[src/common/cck_defines.svh]
`ifndef CCK_DEFINES_SVH
`define CCK_DEFINES_SVH

// register offsets on the control port
`define CCK_OFS_GP_SRC        8'h46
`define CCK_OFS_GP_DIV        8'h47
`define CCK_OFS_CONV          8'h49

// reset values
`define CCK_RST_GP_SRC        3'h0
`define CCK_RST_GP_DIV        8'h01
`define CCK_RST_CONV          8'h00
`define CCK_RST_RDATA         8'h00

// field positions
`define CCK_GP_EN_BIT         7
`define CCK_GP_DIV_HI         6
`define CCK_CONV_FREQ_HI      7
`define CCK_CONV_FREQ_LO      6
`define CCK_CONV_SRC_AUTO_BIT 5
`define CCK_CONV_PICK_BIT     4
`define CCK_CONV_EN_AUTO_BIT  3
`define CCK_CONV_MAN_EN_BIT   2
`define CCK_CONV_RATIO_HI     1

// source codes of the general clock mux
`define CCK_SRC_PLL           3'h0
`define CCK_SRC_PRI_BIT       3'h1
`define CCK_SRC_SEC_BIT       3'h2
`define CCK_SRC_CTRL          3'h3
`define CCK_SRC_OSC           3'h4
`define CCK_SRC_DSP           3'h5

// sync slot of the converter audio clock, frequency code needing the osc
`define CCK_SYNC_AUDIO        6
`define CCK_SYNC_OSC          4
`define CCK_FREQ_12M          2'h3

`endif

[src/common/cck_pkg.sv]
package cck_pkg;

    // complete state of the configuration top
    typedef struct packed {
        logic [2:0] gp_src;
        logic [7:0] gp_div;
        logic [7:0] conv;
        logic [7:0] rdata;
        logic [6:0] sync1;
        logic [6:0] sync2;
        logic       mode_err;
    } cck_state_t;

    // complete state of one divider
    typedef struct packed {
        logic       prev;
        logic [7:0] cnt;
        logic       out;
    } cck_div_state_t;

endpackage

[src/design/cck_clk_divider.sv]
`timescale 1ns/10ps
`default_nettype none

module cck_clk_divider
    import cck_pkg::*;
(
    input  wire logic       clk_i,
    input  wire logic       rstn_i,
    input  wire logic       src_i,
    input  wire logic       en_i,
    input  wire logic [7:0] ratio_i,
    output logic            clk_o
);

    cck_div_state_t st_r;
    cck_div_state_t st_nxt;
    logic           rise;

    // count source rising edges; out high while the count is below half the ratio, rounded down; ratio 1 passes the source through
    always_comb begin
        st_nxt = st_r;
        st_nxt.prev = src_i;
        rise = src_i & ~st_r.prev;
        if (!en_i) begin
            // static low, no runt pulse since out is a flop
            st_nxt.cnt = 8'h00;
            st_nxt.out = 1'b0;
        end else begin
            if (st_r.cnt >= ratio_i) begin
                // ratio shrank under the count: restart at once
                st_nxt.cnt = 8'h00;
            end else if (rise) begin
                if (st_r.cnt >= ratio_i - 8'h01) begin
                    st_nxt.cnt = 8'h00;
                end else begin
                    st_nxt.cnt = st_r.cnt + 8'h01;
                end
            end
            if (ratio_i == 8'h01) begin
                st_nxt.out = src_i;
            end else begin
                st_nxt.out = (st_nxt.cnt < (ratio_i >> 1));
            end
        end
    end

    always_ff @(posedge clk_i or negedge rstn_i) begin
        if (!rstn_i) begin
            st_r <= '0;
        end else begin
            st_r <= st_nxt;
        end
    end

    assign clk_o = st_r.out;
endmodule

`default_nettype wire

[src/design/cck_clock_config.sv]
`timescale 1ns/10ps
`default_nettype none

`include "cck_defines.svh"

// Behaviour
// codes 0..5 pick pll, two bit clocks, control, osc, dsp; 6, 7 reserved.
// the general divider runs only while its enable bit is 1.
// the seven-bit divide field gives 128 at zero, else its own value.
// frequency mode 0..3 is about 6, 3, 1.5, 12 MHz; 3 needs direct osc.
// with source auto-disable at 0 the source follows clock detection.
// manual pick 0 takes the audio clock, 1 the osc; ignored in auto mode.
// with enable auto-disable at 0 the divider is enabled automatically.
// in manual mode the manual enable bit turns the divider on or off.
// manual ratio codes 0..3 give 1, 2, 4, 8; ignored in auto mode.
// the upper five source register bits are read-only and read zero.
// a disabled divider or reserved source holds the output static low.
module cck_clock_config
    import cck_pkg::*;
(
    input  wire logic       CLK_I,
    input  wire logic       RSTN_I,
    input  wire logic [7:0] REG_ADDR_I,
    input  wire logic [7:0] REG_WDATA_I,
    input  wire logic       REG_WE_I,
    input  wire logic       REG_RE_I,
    output logic      [7:0] REG_RDATA_O,
    input  wire logic       PLL_CLK_I,
    input  wire logic       PRI_BIT_CLK_I,
    input  wire logic       SEC_BIT_CLK_I,
    input  wire logic       CTRL_CLK_I,
    input  wire logic       OSC_CLK_I,
    input  wire logic       DSP_CLK_I,
    input  wire logic       AUDIO_CLK_I,
    input  wire logic       CONV_DET_OSC_I,
    input  wire logic [1:0] CONV_DET_RATIO_I,
    output logic            GP_CLK_O,
    output logic            CONV_CLK_O,
    output logic      [1:0] CONV_FREQ_MODE_O,
    output logic            CONV_MODE_ERR_O
);

    cck_state_t st_r;
    cck_state_t st_nxt;
    logic       gp_src_lvl;
    logic       gp_run;
    logic [7:0] gp_ratio;
    logic       conv_auto_src;
    logic       conv_auto_en;
    logic       conv_use_osc;
    logic       conv_src_lvl;
    logic       conv_run;
    logic [7:0] conv_ratio;

    // zero in the field stands for the largest ratio
    function automatic logic [7:0] gp_ratio_f(input logic [6:0] code);
        gp_ratio_f = (code == 7'h00) ? 8'h80 : {1'b0, code};
    endfunction

    // power-of-two ratio from a two-bit code
    function automatic logic [7:0] conv_ratio_f(input logic [1:0] code);
        conv_ratio_f = 8'h01 << code;
    endfunction

    // general clock mux; reserved codes leave the divider stopped
    always_comb begin
        gp_src_lvl = 1'b0;
        gp_run     = st_r.gp_div[`CCK_GP_EN_BIT];
        unique case (st_r.gp_src)
            `CCK_SRC_PLL:     gp_src_lvl = st_r.sync2[0];
            `CCK_SRC_PRI_BIT: gp_src_lvl = st_r.sync2[1];
            `CCK_SRC_SEC_BIT: gp_src_lvl = st_r.sync2[2];
            `CCK_SRC_CTRL:    gp_src_lvl = st_r.sync2[3];
            `CCK_SRC_OSC:     gp_src_lvl = st_r.sync2[4];
            `CCK_SRC_DSP:     gp_src_lvl = st_r.sync2[5];
            default:          gp_run = 1'b0;
        endcase
        gp_ratio = gp_ratio_f(st_r.gp_div[`CCK_GP_DIV_HI:0]);
    end

    // converter clock: source auto mode overrides the pick, enable auto mode the enable and ratio
    always_comb begin
        conv_auto_src = ~st_r.conv[`CCK_CONV_SRC_AUTO_BIT];
        conv_auto_en  = ~st_r.conv[`CCK_CONV_EN_AUTO_BIT];
        conv_use_osc  = conv_auto_src ? CONV_DET_OSC_I
                                      : st_r.conv[`CCK_CONV_PICK_BIT];
        conv_src_lvl  = conv_use_osc ? st_r.sync2[`CCK_SYNC_OSC]
                                     : st_r.sync2[`CCK_SYNC_AUDIO];
        conv_run      = conv_auto_en ? 1'b1
                                     : st_r.conv[`CCK_CONV_MAN_EN_BIT];
        conv_ratio    = conv_auto_en
                      ? conv_ratio_f(CONV_DET_RATIO_I)
                      : conv_ratio_f(st_r.conv[`CCK_CONV_RATIO_HI:0]);
    end

    // register port, pin synchronisers and the mode check
    always_comb begin
        st_nxt = st_r;
        // first stage feeds only the second stage
        st_nxt.sync1 = {AUDIO_CLK_I, DSP_CLK_I, OSC_CLK_I, CTRL_CLK_I,
                        SEC_BIT_CLK_I, PRI_BIT_CLK_I, PLL_CLK_I};
        st_nxt.sync2 = st_r.sync1;
        if (REG_WE_I) begin
            unique case (REG_ADDR_I)
                `CCK_OFS_GP_SRC: st_nxt.gp_src = REG_WDATA_I[2:0];
                `CCK_OFS_GP_DIV: st_nxt.gp_div = REG_WDATA_I;
                `CCK_OFS_CONV:   st_nxt.conv   = REG_WDATA_I;
                default:         st_nxt.gp_src = st_r.gp_src;
            endcase
        end
        if (REG_RE_I) begin
            unique case (REG_ADDR_I)
                `CCK_OFS_GP_SRC: st_nxt.rdata = {5'h00, st_r.gp_src};
                `CCK_OFS_GP_DIV: st_nxt.rdata = st_r.gp_div;
                `CCK_OFS_CONV:   st_nxt.rdata = st_r.conv;
                default:         st_nxt.rdata = 8'h00; // unmapped reads zero
            endcase
        end
        // 12 MHz mode is flagged unless the oscillator is picked by hand
        st_nxt.mode_err =
            (st_r.conv[`CCK_CONV_FREQ_HI:`CCK_CONV_FREQ_LO] == `CCK_FREQ_12M)
            && !(!conv_auto_src && conv_use_osc);
    end

    // state register; the async branch loads constants only
    always_ff @(posedge CLK_I or negedge RSTN_I) begin
        if (!RSTN_I) begin
            st_r.gp_src   <= `CCK_RST_GP_SRC;
            st_r.gp_div   <= `CCK_RST_GP_DIV;
            st_r.conv     <= `CCK_RST_CONV;
            st_r.rdata    <= `CCK_RST_RDATA;
            st_r.sync1    <= 7'h00;
            st_r.sync2    <= 7'h00;
            st_r.mode_err <= 1'b0;
        end else begin
            st_r <= st_nxt;
        end
    end

    // both dividers share one structure; output flops live inside
    cck_clk_divider u_gp_div (
        .clk_i   (CLK_I),
        .rstn_i  (RSTN_I),
        .src_i   (gp_src_lvl),
        .en_i    (gp_run),
        .ratio_i (gp_ratio),
        .clk_o   (GP_CLK_O)
    );

    cck_clk_divider u_conv_div (
        .clk_i   (CLK_I),
        .rstn_i  (RSTN_I),
        .src_i   (conv_src_lvl),
        .en_i    (conv_run),
        .ratio_i (conv_ratio),
        .clk_o   (CONV_CLK_O)
    );

    assign REG_RDATA_O      = st_r.rdata;
    assign CONV_FREQ_MODE_O = st_r.conv[`CCK_CONV_FREQ_HI:`CCK_CONV_FREQ_LO];
    assign CONV_MODE_ERR_O  = st_r.mode_err;
endmodule

`default_nettype wire

[config.mk]
export PLATFORM = sky130hd
export DESIGN_NAME = cck_clock_config
export DESIGN_NICKNAME = d
export VERILOG_FILES = /design/src/common/cck_pkg.sv /design/src/design/cck_clk_divider.sv /design/src/design/cck_clock_config.sv
export VERILOG_INCLUDE_DIRS = /design/src /design/src/common
export SDC_FILE = /design/constraint.sdc
export NUM_CORES = 1
export LEC_CHECK = 0
export BUFFER_PORTS_ARGS = -buffer_cell sky130_fd_sc_hd__clkbuf_2
export CELL_PAD_IN_SITES_DETAIL_PLACEMENT = 1
export CELL_PAD_IN_SITES_GLOBAL_PLACEMENT = 2
export CORE_ASPECT_RATIO = 2
export CORE_MARGIN = 2
export CORE_UTILIZATION = 36
export CTS_BUF_LIST = sky130_fd_sc_hd__clkbuf_2
export DETAILED_ROUTE_END_ITERATION = 10
export HOLD_SLACK_MARGIN = 0.06
export MAX_ROUTING_LAYER = met4
export PLACE_DENSITY = 0.76
export SLEW_MARGIN = 20
export SYNTH_ARGS = -nofsm -noshare
export SYNTH_HDL_FRONTEND = slang
export SYNTH_SLANG_ARGS = --single-unit
[constraint.sdc]
create_clock -name CLK_I -period 3.2 [get_ports CLK_I]
set_input_delay 0.48 -clock CLK_I [delete_from_list [all_inputs] [get_ports CLK_I]]
set_output_delay 0.48 -clock CLK_I [all_outputs]
set_load 0.005 [all_outputs]
# Word-level counts from Yosys, hierarchy flattened
# Index checks and enable logic that the tools add are counted.
[op_classes] n_addsub=4 n_reduce_logical=9 magnitude_cmp=6 div_mod_pow=0 bitwise=4 mux=20 shifts=2 n_mul=0 n_eq_ne=11
[ops] op="8-bit 2-to-1 mux" n=10
[ops] op="8-bit >= comparator" n=4
[ops] op="8-bit by 7-bit == test with 1-bit output, second input constant" n=3
[ops] op="8-bit case mux with 3 select lines" n=1
[ops] op="9-bit 2-to-1 mux" n=2
[ops] op="8-bit by 1-bit adder with 8-bit output, second input constant" n=2
[ops] op="8-bit by 1-bit == test with 1-bit output, second input constant" n=2
[ops] op="8-bit by 7-bit < comparator with 1-bit output" n=2
[ops] op="1-bit by 2-bit left shift with 8-bit output, first input constant" n=2
[ops] op="8-bit by 1-bit subtractor with 8-bit output, second input constant" n=2
[ops] op="7-bit zero test" n=1
[ops] op="3-bit by 2-bit == test with 1-bit output, second input constant" n=2
[ops] op="3-bit == test, second input constant" n=2
[ops] op="1-bit 2-to-1 mux" n=6
[ops] op="1-bit case mux with 6 select lines" n=1
[ops] op="2-bit AND reduction" n=3
[ops] op="6-bit OR reduction" n=1
[ops] op="3-bit by 1-bit == test with 1-bit output, second input constant" n=1
[ops] op="3-bit zero test" n=1
[ops] op="1-bit bitwise AND" n=2
[ops] op="2-bit == test, second input constant" n=1
[ops] op="1-bit logical AND" n=2
[ops] op="1-bit NOT" n=2
[ops] op="1-bit zero test" n=1
[word_totals] input_bits=30 latchBits=0 ram_bits=0 regBits=62 mem_count=0 mem_bits_ro=0

# Logic depth before layout (Yosys ltp)
[logic_depth] depth_word=11 mapped_depth=18 depth_no_buf=18

# Modules after synthesis
# From an unflattened synthesis, not the netlist that was laid out.
[hier_totals] hier_cells=411 area_unflattened_um2=4097.7
[by_module_without_submodules] module="cck_clock_config" area_per_inst_um2=1843.0 cells_per_inst=150 instances=1
[by_module_without_submodules] module="cck_clk_divider (u_conv_div)" area_per_inst_um2=1137.3 cells_per_inst=130 instances=1
[by_module_without_submodules] module="cck_clk_divider (u_gp_div)" area_per_inst_um2=1117.3 cells_per_inst=131 instances=1

# Worst setup path after synthesis
# No wires, ideal clock.
[synth_path] path_kind="reg-to-reg" start="reg st_r[34] in the netlist's numbering" end="reg u_gp_div.st_r (netlist bit u_gp_div.clk_o)" n_path_buf=0 t_arrival_ns=3.432 path_stages_with_launch=18 setup_ns=0.094 required_ns=3.106 setup_slack_ns=-0.326 period_less_slack_ns=3.526 path_cell_list="dfrtp_1 nor4_1 nand3_1 o21ai_0 nand4_1 xnor2_1 ha_1 a21oi_1 o21ai_0 a31oi_2 o31ai_4 nor2_1 ha_1 o21a_1 o21a_1 o2111ai_1 o32ai_1 a211oi_1"
[synth_rtl] item="start, declared" line_no="cck_clock_config.sv:43" text="cck_state_t st_r;"
[synth_rtl] item="start signal, assigned" line_no="cck_clock_config.sv:136" text="st_r <= st_nxt;"
[synth_rtl] item="end signal, assigned" line_no="cck_clk_divider.sv:51" text="st_r <= st_nxt;"
[synth_rtl] item="end, declared" line_no="cck_clk_divider.sv:15" text="cck_div_state_t st_r;"

==> run_results.csv <==
group,metric,value,unit
worst_setup_path,cpPeakStageDelay,0.45,ns
clock_network,clockBufferDepth,2,
placed_design,port_buffers,42,
worst_setup_path,critPathKind,"flip-flop to flip-flop",
synth,syn-mean-instance-area,10.9,sq um
clock_network,clk_pin_slew,0.22,ns
worst_setup_path,cp-end-kind,"flip-flop",
detailed_routing,ant_nets,0,
global_route,grt_max_degree,39,
timing,tightest_slew,0.945,ns
power,clkPwrFrac,0.282,
power,p_seq_frac,0.513,
synth,synthFlopType,"dfrtp_1",
timing,hold_viol_final,0,
outcome,violations,"setup timing",
cells_and_area,multiInputGateArea,0.00194,sq mm
timing,min_period,3.56,ns
power,power,1.64,mW
worst_setup_path,critPathSlowestCell,"dfrtp_1",
detailed_routing,post-route-drc-count,0,
global_route,met3_usage,0.0355,
timing,fmax,0.281,GHz
die,fp-row-count,51,
power,power.net_switching,0.531,mW
clock_network,clk_latency,0.53,ns
clock_network,cts_tree,"built",
global_route,grt_use_met1,0.189,
synth,yosysWarnings,0,
detailed_routing,dr.pass1.iters,4,
power,share_comb_of_total_power,0.205,
placed_design,hpwl,8020,microns
worst_setup_path,cp_num_buf_inv,0,
worst_setup_path,crit_fanout,4,
placed_design,dpl_cell_area,0.00411,sq mm
detailed_routing,wl_per_cell,17.9,microns
worst_setup_path,crit_arrival,4.03,ns
cells_and_area,drive_gt1_frac,0.334,
min_path,hp-class,"input pin to flip-flop",
power,max-vdd-ir-drop,0.240,mV
cells_and_area,fin_nets,481,
global_route,antenna_found_initial,1,
synth,synth_cell_type_count,58,
worst_setup_path,crit_family,"compound AO/OA/AOI/OAI gates",
die,design.core.area,0.00964,sq mm
detailed_routing,vias_per_cell,5.21,
synth,syn_inst,326,
synth,seq_area_frac_synth,0.439,
timing,finalCritPeriodShare,1.11,
global_route,grt_use_total,0.214,
timing,slew_headroom,0.370,
worst_setup_path,r2r_cells,17,
synth,synth_edf_count,0,
global_route,grt_pass1_vias,3238,
cells_and_area,fin_area,0.00443,sq mm
global_route,overflow,0,
clock_network,htreeDepth,3,
timing,rsz0062_at_grt,"true",
timing,setup_tns,-0.363,ns
power,power_leakage,2.14,nW
synth,synthArstFlopShare,1.00,
worst_setup_path,startpoint_type,"flip-flop",
cells_and_area,seq_area,0.00155,sq mm
cells_and_area,fillers,1105,
min_path,whs_path_depth,2,
flow_run,drv_cap,0,
worst_setup_path,cp.depth,17,
detailed_routing,via_count,2876,
die,die_h,144,microns
clock_network,cts_inserted_buffers,9,
timing,setup_ws,-0.363,ns
global_route,grtUsageMet2,0.396,
die,die_area,0.0107,sq mm
power,powerDensity,370,mW/mm^2
cells_and_area,final_common_cell,"dfrtp_1",
worst_setup_path,crit_chain,"nor4_4, nand3_4, o21ai_2, nand4_1, xnor2_1, ha_1, nand2_1, nor2_2, a31oi_4, o31ai_4, nor2_1, ha_1, o21a_1, o21a_1, o2111ai_2, o32ai_2, a211oi_2",
global_route,gr-max-usage-layer,"met2",
outcome,status,"finished, violations left",
timing,finalSetupViolCount,1,
cells_and_area,area_growth,25.1,%
worst_setup_path,required,3.66,ns
cells_and_area,final_cell_mix,"61 x dfrtp_1, 51 x clkbuf_2, 36 x buf_4",
synth,yosys_register_bits,62,
die,io_pins,43,
detailed_routing,drtIter0Drc,144,
synth,synth_area,0.00354,sq mm
timing,skew,0.0277,ns
timing,maxSlewViolCount,0,
clock_network,root_buffer,"clkbuf_2",
power,internal_power,1.11,mW
placed_design,place.gp.congestion,0.852,
power,switching_share,0.325,
detailed_routing,wirelength,9880,microns
global_route,grt_pass1_wl,16200,microns
clock_network,clock-sinks,62,
die,die_x,74.1,microns
die,start_util,0.367,
## sequential cells by signal, indices dropped and copies added (netlist names)
| signal | flops |
|---|---|
| u_gp_div.clk_o | 1 |
| REG_RDATA_O | 8 |
| u_conv_div.st_r | 9 |
| CONV_FREQ_MODE_O | 2 |
| CONV_MODE_ERR_O | 1 |
| st_nxt | 7 |
| u_conv_div.clk_o | 1 |
| st_r | 24 |
| u_gp_div.st_r | 9 |
## worst register-to-register path, cell delays in order, from the launching register on
cell       delay (ns)
dfrtp_1          0.45
nor4_4           0.39
nand3_4          0.13
o21ai_2          0.08
nand4_1          0.10
xnor2_1          0.14
ha_1             0.30
nand2_1          0.07
nor2_2           0.14
a31oi_4          0.11
o31ai_4          0.32
nor2_1           0.09
ha_1             0.28
o21a_1           0.17
o21a_1           0.18
o2111ai_2        0.20
o32ai_2          0.11
a211oi_2         0.25
## power groups by stage
stage / Clock, mW / Combinational (mW) / Sequential, mW
after global placement: 0 / 0.281 / 0.853
after floorplan: 0 / 0.162 / 0.850
final: 0.461 / 0.336 / 0.840
after detailed placement: 0 / 0.289 / 0.855
after global routing: 0.517 / 0.373 / 0.845
after CTS: 0.484 / 0.331 / 0.841
## layout make-up
class,count,share of cell area
multi-input cells,234,0.439
flip-flops and latches,62,0.351
repair buffers,88,0.132
well taps,132,0.0373
inverters,19,0.0161
clock inverters,7,0.0141
clock buffers,9,0.0102
diodes,1,0.000565
## worst paths after layout
kind,slack (ns),endpoint,start
max in group asynchronous,1.85,st_r[1],RSTN_I
min,0.18,CONV_FREQ_MODE_O[0],REG_WDATA_I[6]
min in group asynchronous,0.58,st_r[37],RSTN_I
max,-0.36,u_gp_div.clk_o,st_r[36]
min reg2reg,0.37,st_r[2],st_nxt[2]
max reg2reg,-0.36,u_gp_div.clk_o,st_r[36]
## Yosys cell counts, types with 2 or more instances
cell / count / area share
a211oi_1: 5 / 0.011
a21o_1: 4 / 0.0085
a21oi_1: 10 / 0.014
a221oi_1: 2 / 0.0050
a222oi_1: 3 / 0.0085
a22oi_1: 5 / 0.011
and2_1: 3 / 0.0053
and3_1: 2 / 0.0035
buf_2: 2 / 0.0028
buf_4: 10 / 0.021
dfrtp_1: 61 / 0.43
ha_1: 37 / 0.13
inv_1: 19 / 0.020
mux2_2: 21 / 0.067
mux2i_1: 7 / 0.020
nand2_1: 23 / 0.024
nand2b_1: 5 / 0.0088
nand3_1: 5 / 0.0071
nand4_1: 5 / 0.0088
nor2_1: 28 / 0.030
nor2b_1: 2 / 0.0035
nor3_1: 5 / 0.0071
nor4_1: 2 / 0.0035
o21a_1: 3 / 0.0064
o21ai_0: 7 / 0.0099
o22ai_1: 3 / 0.0053
or2_1: 3 / 0.0053
or3_1: 3 / 0.0053
xnor2_1: 6 / 0.015
xor2_1: 7 / 0.017
## layer usage
layer / up-vias / wire length, microns
met2: 56 / 5820
met3: 44 / 236
li1: 1341 / -
met5: - / 0
met4: 0 / 681
met1: 1435 / 3150
## repair_timing
action                     CTS  global route
hold endpoints to repair    30             0
setup endpoints to repair    1             2
pin swaps                   14            18
setup buffers                5             0
hold buffers                 8             0
resized for setup            9             7
## stage by stage
stage | cells | utilization | hold WS, ns | setup slack, ns
after floorplan | 329 | - | 0.184 | -0.152
after detailed placement | 522 | 0.426 | 0.336 | -0.506
after CTS | 551 | 0.455 | 0.139 | -0.313
after global placement | 522 | 0.426 | 0.335 | -0.276
after global routing | 552 | 0.459 | 0.147 | -0.535
final | 552 | 0.459 | 0.183 | -0.363
## logic make-up after synthesis
| family | share of synthesized area |
|---|---|
| mux | 0.0898 |
| fa+ha+maj | 0.131 |
| other cells | 0.00106 |
| xor+xnor | 0.0322 |
| simple gates | 0.129 |
| flops | 0.439 |
| compound gates | 0.130 |
| buf+inv | 0.0484 |
(Power assumes the default switching activity.)
